[config.mk]
export PLATFORM = sky130hd
export DESIGN_NAME = mpc_regs
export DESIGN_NICKNAME = d
export VERILOG_FILES = /design/src/rtl/mpc_regs.v
export VERILOG_INCLUDE_DIRS = /design/src /design/src/rtl
export SDC_FILE = /design/constraint.sdc
export NUM_CORES = 1
export LEC_CHECK = 0
export BUFFER_PORTS_ARGS = -buffer_cell sky130_fd_sc_hd__buf_2
export CAP_MARGIN = 20
export CORE_UTILIZATION = 50
export DETAILED_ROUTE_END_ITERATION = 10
export PLACE_DENSITY = 0.8
export RECOVER_POWER = 50
export SYNTH_ARGS = -nofsm -noshare
export SYNTH_HDL_FRONTEND = slang
export SYNTH_SLANG_ARGS = --single-unit
export TNS_END_PERCENT = 100
[constraint.sdc]
create_clock -name clk_i -period 2.25 [get_ports clk_i]
set_clock_uncertainty 0.2 [all_clocks]
set_input_delay 0.225 -clock clk_i [delete_from_list [all_inputs] [get_ports clk_i]]
set_output_delay 0.225 -clock clk_i [all_outputs]
set_load 0.05 [all_outputs]
[src/rtl/mpc_defines.vh]
`ifndef MPC_DEFINES_VH
`define MPC_DEFINES_VH

// Register indices; byte address is four times the index
`define MPC_IDX_OSR_LO 6'h20
`define MPC_IDX_CR_HI 6'h21
`define MPC_IDX_CR_MID 6'h22
`define MPC_IDX_CR_LO 6'h23
`define MPC_IDX_GAIN_HI 6'h24
`define MPC_IDX_GAIN_LO 6'h25
`define MPC_IDX_RSSI 6'h26
`define MPC_IDX_RSSI_TH 6'h27
`define MPC_IDX_ANT1 6'h28
`define MPC_IDX_ANT2 6'h29
`define MPC_IDX_DAC 6'h30
`define MPC_IDX_IRQ_STAT 6'h3C
`define MPC_IDX_IRQ_MASK 6'h3D

// Reset values
`define MPC_RST_OSR_LO 8'h64
`define MPC_RST_CR_HI 8'h00
`define MPC_RST_CR_MID 8'h47
`define MPC_RST_CR_LO 8'hAE
`define MPC_RST_GAIN_HI 3'h0
`define MPC_RST_GAIN_LO 8'h8F
`define MPC_RST_RSSI 8'h00
`define MPC_RST_RSSI_TH 8'h00
`define MPC_RST_ANT 8'h00
`define MPC_RST_DAC 8'h8D
`define MPC_RST_IRQ 2'h0

// Field positions in the offset-high register
`define MPC_CR_OSR_HI 7:5
`define MPC_CR_STALL 4
`define MPC_CR_NCO_HI 3:0

// Field positions in the data access control register
`define MPC_DAC_RX_EN 7
`define MPC_DAC_LSB_FIRST 6
`define MPC_DAC_CRC_DONLY 5
`define MPC_DAC_TX_EN 3
`define MPC_DAC_CRC_EN 2
`define MPC_DAC_CRC_POLY 1:0

// Data mode code that selects FIFO mode
`define MPC_MODE_FIFO 2'h2

// Interrupt status bit positions
`define MPC_IRQ_RSSI 0
`define MPC_IRQ_ANT 1
`define MPC_IRQ_BITS 2

`endif

[src/rtl/mpc_regs.v]
`include "mpc_defines.vh"
`default_nettype none

module mpc_regs #(
    parameter AW = 8
) (
    input wire clk_i,
    input wire rst_i,
    // Wishbone classic slave
    input wire cyc_i,
    input wire stb_i,
    input wire we_i,
    input wire [AW-1:0] adr_i,
    input wire [3:0] sel_i,
    input wire [31:0] dat_i,
    output wire [31:0] dat_o,
    output wire ack_o,
    // Modem side inputs
    input wire [1:0] data_mode_i,
    input wire rx_active_i,
    input wire rssi_valid_i,
    input wire [7:0] rssi_i,
    input wire ant1_valid_i,
    input wire [7:0] ant1_rssi_i,
    input wire ant2_valid_i,
    input wire [7:0] ant2_rssi_i,
    // Configuration to the modem
    output wire [7:0] osr_int_o,
    output wire [2:0] osr_frac_o,
    output wire stall_ctrl_o,
    output wire [19:0] nco_offset_o,
    output wire [10:0] loop_gain_o,
    output wire rx_pkt_handling_o,
    output wire rx_raw_fill_o,
    output wire tx_pkt_handling_o,
    output wire tx_raw_send_o,
    output wire lsb_first_o,
    output wire crc_data_only_o,
    output wire crc_enable_o,
    output wire [1:0] crc_poly_o,
    output wire rssi_above_o,
    output wire irq_o
);

    // Register storage
    reg [7:0] osr_lo_ff;
    reg [7:0] cr_hi_ff;
    reg [7:0] cr_mid_ff;
    reg [7:0] cr_lo_ff;
    reg [2:0] gain_hi_ff;
    reg [7:0] gain_lo_ff;
    reg [7:0] rssi_ff;
    reg [7:0] rssi_th_ff;
    reg [7:0] ant1_ff;
    reg [7:0] ant2_ff;
    reg [7:0] dac_ff;
    reg [`MPC_IRQ_BITS-1:0] irq_stat_ff;
    reg [`MPC_IRQ_BITS-1:0] irq_mask_ff;

    // Bus handshake and derived outputs
    reg ack_ff;
    reg [7:0] rd_ff;
    reg [7:0] nxt_rd;
    reg rx_pkt_ff;
    reg rx_raw_ff;
    reg tx_pkt_ff;
    reg tx_raw_ff;
    reg above_ff;
    reg irq_ff;

    wire [5:0] idx;
    wire req;
    wire wr_ack;
    wire wr_lane;
    wire [7:0] wd;
    wire fifo_mode;
    wire above_now;
    wire [`MPC_IRQ_BITS-1:0] irq_evt;
    wire [`MPC_IRQ_BITS-1:0] irq_clr;
    wire [`MPC_IRQ_BITS-1:0] nxt_irq_stat;

    // Address decode: word index from the byte address
    assign idx = adr_i[7:2];
    assign req = cyc_i & stb_i;
    assign wd = dat_i[7:0];
    assign wr_lane = sel_i[0];

    // Write takes effect at the edge where ack is seen high
    assign wr_ack = req & we_i & ack_ff & wr_lane;

    // Ack one cycle after the request, dropped the cycle after
    always @(posedge clk_i) begin
        if (rst_i) begin
            ack_ff <= 1'b0;
        end else begin
            ack_ff <= req & ~ack_ff;
        end
    end

    // Read mux; unmapped indices read zero
    always @* begin
        nxt_rd = 8'h00;
        case (idx)
            `MPC_IDX_OSR_LO: begin
                nxt_rd = osr_lo_ff;
            end
            `MPC_IDX_CR_HI: begin
                nxt_rd = cr_hi_ff;
            end
            `MPC_IDX_CR_MID: begin
                nxt_rd = cr_mid_ff;
            end
            `MPC_IDX_CR_LO: begin
                nxt_rd = cr_lo_ff;
            end
            `MPC_IDX_GAIN_HI: begin
                nxt_rd = {5'h00, gain_hi_ff};
            end
            `MPC_IDX_GAIN_LO: begin
                nxt_rd = gain_lo_ff;
            end
            `MPC_IDX_RSSI: begin
                nxt_rd = rssi_ff;
            end
            `MPC_IDX_RSSI_TH: begin
                nxt_rd = rssi_th_ff;
            end
            `MPC_IDX_ANT1: begin
                nxt_rd = ant1_ff;
            end
            `MPC_IDX_ANT2: begin
                nxt_rd = ant2_ff;
            end
            `MPC_IDX_DAC: begin
                nxt_rd = dac_ff;
            end
            `MPC_IDX_IRQ_STAT: begin
                nxt_rd = {6'h00, irq_stat_ff};
            end
            `MPC_IDX_IRQ_MASK: begin
                nxt_rd = {6'h00, irq_mask_ff};
            end
            default: begin
                nxt_rd = 8'h00;
            end
        endcase
    end

    // Read data is captured together with ack
    always @(posedge clk_i) begin
        if (rst_i) begin
            rd_ff <= 8'h00;
        end else if (req & ~ack_ff) begin
            rd_ff <= nxt_rd;
        end
    end

    // Clock recovery rate and offset registers
    always @(posedge clk_i) begin
        if (rst_i) begin
            osr_lo_ff <= `MPC_RST_OSR_LO;
            cr_hi_ff <= `MPC_RST_CR_HI;
            cr_mid_ff <= `MPC_RST_CR_MID;
            cr_lo_ff <= `MPC_RST_CR_LO;
        end else if (wr_ack) begin
            if (idx == `MPC_IDX_OSR_LO) begin
                osr_lo_ff <= wd;
            end
            if (idx == `MPC_IDX_CR_HI) begin
                cr_hi_ff <= wd;
            end
            if (idx == `MPC_IDX_CR_MID) begin
                cr_mid_ff <= wd;
            end
            if (idx == `MPC_IDX_CR_LO) begin
                cr_lo_ff <= wd;
            end
        end
    end

    // Timing loop gain; reserved upper bits are not stored
    always @(posedge clk_i) begin
        if (rst_i) begin
            gain_hi_ff <= `MPC_RST_GAIN_HI;
            gain_lo_ff <= `MPC_RST_GAIN_LO;
        end else if (wr_ack) begin
            if (idx == `MPC_IDX_GAIN_HI) begin
                gain_hi_ff <= wd[2:0];
            end
            if (idx == `MPC_IDX_GAIN_LO) begin
                gain_lo_ff <= wd;
            end
        end
    end

    // Threshold and data access control
    always @(posedge clk_i) begin
        if (rst_i) begin
            rssi_th_ff <= `MPC_RST_RSSI_TH;
            dac_ff <= `MPC_RST_DAC;
        end else if (wr_ack) begin
            if (idx == `MPC_IDX_RSSI_TH) begin
                rssi_th_ff <= wd;
            end
            if (idx == `MPC_IDX_DAC) begin
                dac_ff <= wd;
            end
        end
    end

    // Measured strength, refreshed on every sample while receiving
    always @(posedge clk_i) begin
        if (rst_i) begin
            rssi_ff <= `MPC_RST_RSSI;
        end else if (rssi_valid_i & rx_active_i) begin
            rssi_ff <= rssi_i;
        end
    end

    // Per-antenna readings for diversity
    always @(posedge clk_i) begin
        if (rst_i) begin
            ant1_ff <= `MPC_RST_ANT;
            ant2_ff <= `MPC_RST_ANT;
        end else begin
            if (ant1_valid_i) begin
                ant1_ff <= ant1_rssi_i;
            end
            if (ant2_valid_i) begin
                ant2_ff <= ant2_rssi_i;
            end
        end
    end

    // Packet handling enables depend on FIFO mode
    assign fifo_mode = (data_mode_i == `MPC_MODE_FIFO);

    // Registered packet path selection
    always @(posedge clk_i) begin
        if (rst_i) begin
            rx_pkt_ff <= 1'b0;
            rx_raw_ff <= 1'b0;
            tx_pkt_ff <= 1'b0;
            tx_raw_ff <= 1'b0;
        end else begin
            rx_pkt_ff <= fifo_mode & dac_ff[`MPC_DAC_RX_EN];
            rx_raw_ff <= ~(fifo_mode & dac_ff[`MPC_DAC_RX_EN]);
            tx_pkt_ff <= fifo_mode & dac_ff[`MPC_DAC_TX_EN];
            tx_raw_ff <= ~(fifo_mode & dac_ff[`MPC_DAC_TX_EN]);
        end
    end

    // Strength compared against threshold, strictly above
    assign above_now = (rssi_ff > rssi_th_ff);

    // Interrupt events: over threshold, and a new antenna reading
    assign irq_evt[`MPC_IRQ_RSSI] = above_now;
    assign irq_evt[`MPC_IRQ_ANT] = ant1_valid_i | ant2_valid_i;

    // Status bits: write one clears, an event in the same cycle wins
    genvar gi;
    generate
        for (gi = 0; gi < `MPC_IRQ_BITS; gi = gi + 1) begin : g_irq
            assign irq_clr[gi] = wr_ack & (idx == `MPC_IDX_IRQ_STAT) & wd[gi];
            assign nxt_irq_stat[gi] = irq_evt[gi] | (irq_stat_ff[gi] & ~irq_clr[gi]);
        end
    endgenerate

    // Sticky status and mask registers
    always @(posedge clk_i) begin
        if (rst_i) begin
            irq_stat_ff <= `MPC_RST_IRQ;
            irq_mask_ff <= `MPC_RST_IRQ;
        end else begin
            irq_stat_ff <= nxt_irq_stat;
            if (wr_ack & (idx == `MPC_IDX_IRQ_MASK)) begin
                irq_mask_ff <= wd[`MPC_IRQ_BITS-1:0];
            end
        end
    end

    // Level interrupt and comparator flag
    always @(posedge clk_i) begin
        if (rst_i) begin
            irq_ff <= 1'b0;
            above_ff <= 1'b0;
        end else begin
            irq_ff <= |(irq_stat_ff & irq_mask_ff);
            above_ff <= above_now;
        end
    end

    // Bus outputs
    assign ack_o = ack_ff;
    assign dat_o = {24'h000000, rd_ff};

    // Oversampling rate: integer part and three fraction bits
    assign osr_int_o = {cr_hi_ff[`MPC_CR_OSR_HI], osr_lo_ff[7:3]};
    assign osr_frac_o = osr_lo_ff[2:0];
    assign stall_ctrl_o = cr_hi_ff[`MPC_CR_STALL];

    // NCO offset and loop gain as written by the host
    assign nco_offset_o = {cr_hi_ff[`MPC_CR_NCO_HI], cr_mid_ff, cr_lo_ff};
    assign loop_gain_o = {gain_hi_ff, gain_lo_ff};

    // Packet path and CRC controls
    assign rx_pkt_handling_o = rx_pkt_ff;
    assign rx_raw_fill_o = rx_raw_ff;
    assign tx_pkt_handling_o = tx_pkt_ff;
    assign tx_raw_send_o = tx_raw_ff;
    assign lsb_first_o = dac_ff[`MPC_DAC_LSB_FIRST];
    assign crc_data_only_o = dac_ff[`MPC_DAC_CRC_DONLY];
    assign crc_enable_o = dac_ff[`MPC_DAC_CRC_EN];
    assign crc_poly_o = dac_ff[`MPC_DAC_CRC_POLY];

    // Flags
    assign rssi_above_o = above_ff;
    assign irq_o = irq_ff;

endmodule

`default_nettype wire

==> implementation parameters, run 1 <==
Parameter                              Value

Power
  Power density of the placed cells ... around 570 nW/µm²
  Maximum resistive drop on vdd ... 0.000436 V
  Reported leakage power ... between 2 and 2.5 nW

Placed design
  Final HPWL DP ... 9710 µm
  Number of instances in the placed design ... about 780
  Port Buffer Count ... around 110
  GP Congestion ... approximately 0.89

Timing
  Final Max Tran Viols ... 0
  Slew headroom ... a little over half
  Fmax ... between 500 and 600 MHz
  Final number of setup-violating endpoints ... 0
  Period Utilization, post-route ... a little under 90%
  Tmin final ... 1.98 ns
  Fin. Hold Viols ... 0
  Setup repair after global routing missed its margin ... false
  Worst-Margin Slew ... between 0.6 and 0.7 ns
  Hold Slack ... roughly 0.0015 ns
  Aggregate negative setup slack ... 0 ns

Die
  Num rows ... 35
  Num ports ... approximately 170
  Die ar. ... roughly 9900 µm²
  Std-Cell Core Area ... 9240 µm²
  DIE WIDTH ... 99.5 µm
  Die Y ... 99.5 µm
  Starting density of the core ... a little over 50%

GRT
  Global router's overall resource usage ... between 20% and 30%
  Pin count of the biggest net entering global routing ... 65
  Number of antenna violations at the first check in global routing ... 0
  Total overflow reported by the global router ... 0
  First-pass GRT wire length ... between 20000 and 25000 µm
  Vias in the first global route ... 4553

Logic synthesis
  Number of storage elements in the synthesis netlist ... a little over 100
  Combinational family with the most area after synthesis ... simple AND/OR/NAND/NOR gates
  Synthesized instance count ... 554
  Synth Area in XOR/XNOR ... 0%
  Synth async-reset ratio ... 0%
  Post-synth EDFFs ... 0
  Fraction of the mapped netlist area in adder cells ... ~2.1%
  Synthesized area divided by synthesized cell count ... approximately 8.6 µm²
  Leading register cell type out of synthesis ... sky130_fd_sc_hd__dfxtp_1
  Dominant cells by area after synthesis ... sky130_fd_sc_hd__dfxtp_1 43%, sky130_fd_sc_hd__nand2_1 8.5%, sky130_fd_sc_hd__mux2i_1 8.2%
  Post-synthesis cell type count ... 47
  Fraction of the yosys area taken by sequential cells ... 43.0%
  Post-synthesis instance area ... 4750 µm²
  Synthesized-area fraction occupied by and/or/nand/nor cells ... a little under a quarter
  Most common cell in the synthesized netlist ... sky130_fd_sc_hd__nand2_1
  Top cell types by occurrence after synthesis ... 107 x sky130_fd_sc_hd__nand2_1, 102 x sky130_fd_sc_hd__dfxtp_1, 46 x sky130_fd_sc_hd__nand3_1, 40 x sky130_fd_sc_hd__a21oi_1, 40 x sky130_fd_sc_hd__nor2_1
  YS warnings ... 0
  Share of the synthesized area in the top cell type ... a little over two fifths
  Fraction of the mapped netlist area in compound gates ... a little over an eighth
  Multiplexer area fraction after synthesis ... 10.4%
  Largest area contributor in the synthesized netlist ... sky130_fd_sc_hd__dfxtp_1

Layout
  Proportion of layout cells with a drive suffix above 1 ... 15.0%
  Total area of sequential cells ... approximately 2000 µm²
  Total of fill cells in the finished design ... 786
  Antenna cells ... 0
  Non-filler cells in the finished layout ... approximately 840
  P&R area growth vs syn ... 25.3%
  Nets ... between 700 and 800
  Total area of multi-input combinational cells ... ~2400 µm²

Critical path
  Data arrival time of the worst path ... 2.06 ns
  Element type at the critical path start ... register
  Class of the most critical setup path ... reg2reg
  Required time of the critical path ... about 2.3 ns
  Crit Path Max Fanout ... 13
  Sort of element at the end of the critical path ... register

Routing
  Drt initial violations ... roughly 370
  Drt pass-1 iters ... 5
  Via count ... 4759
  Post-detailed-route count of antenna-violating nets ... 0
  Post-route DRC violation count ... 0
  Detailed-route wire length per cell ... roughly 17 µm
  DR vias/cell ... 5.70
  Post-detailed-routing wire length ... ~14000 µm

Clock network
  CTS max path bufs ... 2
  Buffer cell driving the clock tree root ... sky130_fd_sc_hd__clkbuf_8
  H-tree levels ... 3
  Clock latency reported for the late side of the worst-skew pair ... between 0.3 and 0.4 ns
  Clk pin slew, worst setup/hold paths ... ~0.11 ns
  Setup repair bufs after CTS ... 0
  TritonCTS Sinks ... between 100 and 150
  Number of gates resized after cts ... 0
  CTS Buf Count ... 9
  TritonCTS clock tree ... done

Hold path
  HP Class ... in2reg

Run
  Number of violations of the max-capacitance limit ... 0

Outcome
  Status ... finished clean
## cells in the final DEF (no fill, tap or decap), types with 19 or more instances in the layout
cell / synthesis / layout
sky130_fd_sc_hd__a21oi_1: 40 / 40
sky130_fd_sc_hd__buf_2: 6 / 49
sky130_fd_sc_hd__buf_4: 28 / 19
sky130_fd_sc_hd__clkbuf_1: 25 / 64
sky130_fd_sc_hd__conb_1: 1 / 24
sky130_fd_sc_hd__dfxtp_1: 102 / 102
sky130_fd_sc_hd__dlygate4sd3_1: 0 / 39
sky130_fd_sc_hd__mux2i_1: 39 / 39
sky130_fd_sc_hd__nand2_1: 107 / 107
sky130_fd_sc_hd__nand3_1: 46 / 46
sky130_fd_sc_hd__nor2_1: 40 / 40
## final timing paths
check / startpoint / endpoint / slack (ns) / cells past startpoint
max reg2reg: ack_o / rd_ff[3] / 0.27 / 4
max: ack_o / rd_ff[3] / 0.27 / 4
min: dat_i[0] / cr_lo_ff[0] / 0.001 / 3
min reg2reg: dac_ff[4] / dac_ff[4] / 0.27 / 2
## metrics by stage
| stage | worst slack [ns] | utilization, % | power [mW] | instance area (µm²) |
|---|---|---|---|---|
| after floorplan | 0.0659 | - | 2.21 | 4840 |
| after global routing | 0.167 | 64.4 | 3.53 | 5950 |
| final | 0.272 | 64.4 | 3.41 | 5950 |
| after CTS | 0.342 | 65.3 | 3.40 | 6030 |
| after global placement | 0.0209 | 59.1 | 2.29 | 5460 |
| after detailed placement | -0.0401 | 59.1 | 2.30 | 5460 |
## sequential cells by signal, summed over array words and instances (netlist names), 3 cells and up
signal,cells
gain_lo_ff,8
dac_ff,8
ant2_ff,8
rssi_th_ff,8
rssi_ff,8
rd_ff,8
gain_hi_ff,3
cr_lo_ff,8
ant1_ff,8
cr_hi_ff,8
cr_mid_ff,8
osr_lo_ff,8
## kinds of logic (layout without fill, tap and decap cells)
group	Yosys count	count (layout)
and+or+nand+nor	232	232
DFF	102	102
AOI/OAI and AO/OA	92	92
buffers and inverters	72	201
muxes	47	47
adders and majority gates	8	8
other	1	24
## power breakdown
group / internal (mW) / switching (mW) / total [mW]
combinational: 0.160 / 0.292 / 0.452
sequential: 1.84 / 0.0252 / 1.87
clock: 0.417 / 0.671 / 1.09
## layout make-up
class                   count  share of cell area (%)
clock buffers               9                    2.08
clock inverters             6                   0.946
inverters                  10                   0.631
multi-input cells         403                    40.5
flip-flops and latches    102                    34.3
well taps                 129                    2.71
repair buffers            176                    18.8
## critical path, cell delays in order, from the launching register on
cell and delay, ns:
sky130_fd_sc_hd__dfxtp_1 0.34, sky130_fd_sc_hd__or2_2 0.44, sky130_fd_sc_hd__inv_1 0.09, sky130_fd_sc_hd__nand3_1 0.36
sky130_fd_sc_hd__a221oi_1 0.43
## layer usage
metal,track usage (%),vias to the layer above,wire (µm)
met3,4.99,56,1300
met5,0,-,0
li1,-,2192,-
met1,37.1,2237,5660
met4,13.8,0,521
met2,49.6,274,6850
## repair_timing
action	4_1_cts	5_1_grt
hold endpoints to repair	50	0
hold buffers	39	0
setup endpoints to repair	0	0
Power figures use the tool's default switching activity.
==> inputs of run 2 (changes only) <==
--- a/config.mk
+++ b/config.mk
@@ -8,6 +8,7 @@
 export LEC_CHECK = 0
 export BUFFER_PORTS_ARGS = -buffer_cell sky130_fd_sc_hd__buf_2
 export CAP_MARGIN = 20
+export CORE_ASPECT_RATIO = 0.75
 export CORE_UTILIZATION = 50
 export DETAILED_ROUTE_END_ITERATION = 10
 export PLACE_DENSITY = 0.8
==> implementation parameters, run 2 (synthesized netlist as in run 1, its figures left out) <==
Parameter                              Value

Timing
  Final Max Tran Viols ... 0
  Setup repair after global routing missed its margin ... false
  Period Utilization, post-route ... about 85%
  Worst-Margin Slew ... 0.616 ns
  Final number of setup-violating endpoints ... 0
  Tmin final ... about 1.9 ns
  Slew headroom ... 59.1%
  Aggregate negative setup slack ... 0 ns
  Fin. Hold Viols ... 0
  Fmax ... about 520 MHz
  Worst Slack Setup Final ... around 0.34 ns

Critical path
  Flop-to-flop setup slack ... roughly 0.34 ns
  Element type at the critical path start ... register
  Required time of the critical path ... 2.34 ns
  R2R cell count ... 7
  Capturing point of the worst reg2reg path ... irq_stat_ff[0]
  Sort of element at the end of the critical path ... register
  List of cells traversed by the critical path ... inv_1 > ha_1 > and4_1 > a21oi_1 > o21ai_0 > a21oi_1 > a31o_2
  Most frequent CP cell ... sky130_fd_sc_hd__a21oi_1
  Class of the most critical setup path ... reg2reg
  Crit Path Max Fanout ... 3
  Data arrival time of the worst path ... ~2.0 ns
  Slowest cell on the critical path ... sky130_fd_sc_hd__dfxtp_1
  RR Startpoint ... rssi_th_ff[7]
  Slowest Stage Delay on Critical Path ... approximately 0.37 ns

Placed design
  GP Congestion ... between 0.9 and 1
  Port Buffer Count ... 112
  Worst setup slack after placement ... 0.0379 ns
  Number of instances in the placed design ... between 700 and 800
  Final HPWL DP ... 10100 µm

Layout
  Non-filler cells in the finished layout ... about 830
  Nets ... 779
  P&R area growth vs syn ... 24.7%
  Antenna cells ... 0
  Most common cell after layout, fill and taps aside ... sky130_fd_sc_hd__nand2_1
  Top library cells by usage in the layout, fill and taps aside ... 107 x sky130_fd_sc_hd__nand2_1, 102 x sky130_fd_sc_hd__dfxtp_1, 60 x sky130_fd_sc_hd__buf_2, 54 x sky130_fd_sc_hd__clkbuf_1, 46 x sky130_fd_sc_hd__nand3_1
  Proportion of layout cells with a drive suffix above 1 ... 17.6%
  Total of fill cells in the finished design ... 829

Power
  Power density of the placed cells ... 644 nW/µm²
  Reported leakage power ... roughly 2.5 nW
  Maximum resistive drop on vdd ... approximately 0.0004 V
  Final total power ... around 3.8 mW

Die
  DIE WIDTH ... 115 µm
  Num rows ... 30
  Std-Cell Core Area ... around 9000 µm²
  Die ar. ... approximately 9900 µm²
  Num ports ... 166
  Die Y ... ~86 µm
  Starting density of the core ... 52.1%

Routing
  Drt pass-1 iters ... 5
  Via count ... 4658
  Detailed-route wire length per cell ... roughly 17 µm
  DR vias/cell ... 5.65
  Drt initial violations ... around 550
  Post-route DRC violation count ... 0
  Post-detailed-routing wire length ... ~14000 µm
  Post-detailed-route count of antenna-violating nets ... 0

Clock network
  TritonCTS Sinks ... slightly above 100
  Clock latency reported for the late side of the worst-skew pair ... 0.35 ns
  TritonCTS clock tree ... done
  CTS Buf Count ... 9
  CTS max path bufs ... 2
  Clk pin slew, worst setup/hold paths ... around 0.07 ns
  Number of gates resized after cts ... 0
  Buffer cell driving the clock tree root ... sky130_fd_sc_hd__clkbuf_16
  H-tree levels ... 3
  Setup repair bufs after CTS ... 0

GRT
  Global router's overall resource usage ... between 20% and 30%
  Pin count of the biggest net entering global routing ... 46
  First-pass GRT wire length ... around 22000 µm
  Vias in the first global route ... approximately 4400
  Number of antenna violations at the first check in global routing ... 0
  Total overflow reported by the global router ... 0

Hold path
  Hold Path Depth ... 3
  Capture endpoint of the worst hold path ... tx_raw_send_o
  HP Class ... in2reg
  Hold Crit Start ... data_mode_i[0]

Outcome
  Status ... finished clean

Run
  Number of violations of the max-capacitance limit ... 0
==> run 2: cell types whose count changed in the layout (fill, tap and decap cells not counted), moves of 2 or more <==
| cell | delta |
|---|---|
| sky130_fd_sc_hd__buf_4 | +9 |
| sky130_fd_sc_hd__dlygate4sd3_1 | -15 |
| sky130_fd_sc_hd__clkinv_2 | +4 |
| sky130_fd_sc_hd__clkbuf_8 | -9 |
| sky130_fd_sc_hd__buf_2 | +11 |
| sky130_fd_sc_hd__clkinv_4 | -3 |
| sky130_fd_sc_hd__clkbuf_1 | -10 |
| sky130_fd_sc_hd__inv_8 | -2 |
| sky130_fd_sc_hd__clkbuf_16 | +9 |
| sky130_fd_sc_hd__buf_12 | -3 |
==> run 2: final cells by class <==
cell class,count,area (µm²),share of cell area (%)
Timing Repair Buffer,166,986,16.7
Inverter,10,37.5,0.634
Sequential cell,102,2040,34.5
Clock buffer,11,233,3.93
Tap cell,128,160,2.70
Clock inverter,5,50.0,0.845
Multi-Input combinational cell,403,2410,40.7
==> run 2: critical path: cells and delay by family, from the launching register on <==
| kind | cells | cell delay (ns) |
|---|---|---|
| adders and majority gates | 1 | 0.31 |
| AOI/OAI and AO/OA | 4 | 0.66 |
| DFF | 1 | 0.37 |
| and+or+nand+nor | 1 | 0.24 |
| buffers and inverters | 1 | 0.08 |
==> run 2: routing by layer <==
metal	share of wire (%)	vias up	track usage, %
met5	0	-	0
met4	1.5	0	8.97
met3	9.8	27	6.99
met2	45	276	47.4
met1	43	2182	39.6
li1	-	2173	-
==> run 2: how the worst max path moves through the flow <==
| stage | start | to | slack (ns) | cells after the start |
|---|---|---|---|---|
| after global placement | adr_i[6] | rd_ff[4] | 0.08 | 8 |
| after CTS | adr_i[6] | cr_mid_ff[3] | 0.38 | 9 |
| after detailed placement | adr_i[6] | rd_ff[4] | 0.04 | 8 |
| final | rssi_th_ff[7] | irq_stat_ff[0] | 0.34 | 7 |
| after global routing | rssi_th_ff[7] | irq_stat_ff[0] | 0.24 | 7 |
| after floorplan | ack_o | rssi_th_ff[0] | 0.07 | 6 |
==> run 2: power breakdown <==
| part | switching [mW] | leakage, nW | internal (mW) |
|---|---|---|---|
| combinational | 0.290 | 1.55 | 0.147 |
| clock | 0.658 | 0.143 | 0.855 |
| sequential | 0.0233 | 0.829 | 1.84 |
==> run 2: repair_timing <==
item                                    CTS  global route
hold buffers                             24             0
endpoints found under the setup margin    0             0
hold endpoints to repair                 25             0
==> run 2: metrics by stage <==
step	area [µm²]	utilization (%)	hold WS (ns)
final	5920	64.9	0.00376
after global routing	5920	64.9	0.00998
after CTS	5990	65.6	0.000715
after detailed placement	5460	59.9	0.261
after global placement	5460	59.9	0.249
after floorplan	4840	-	0.149
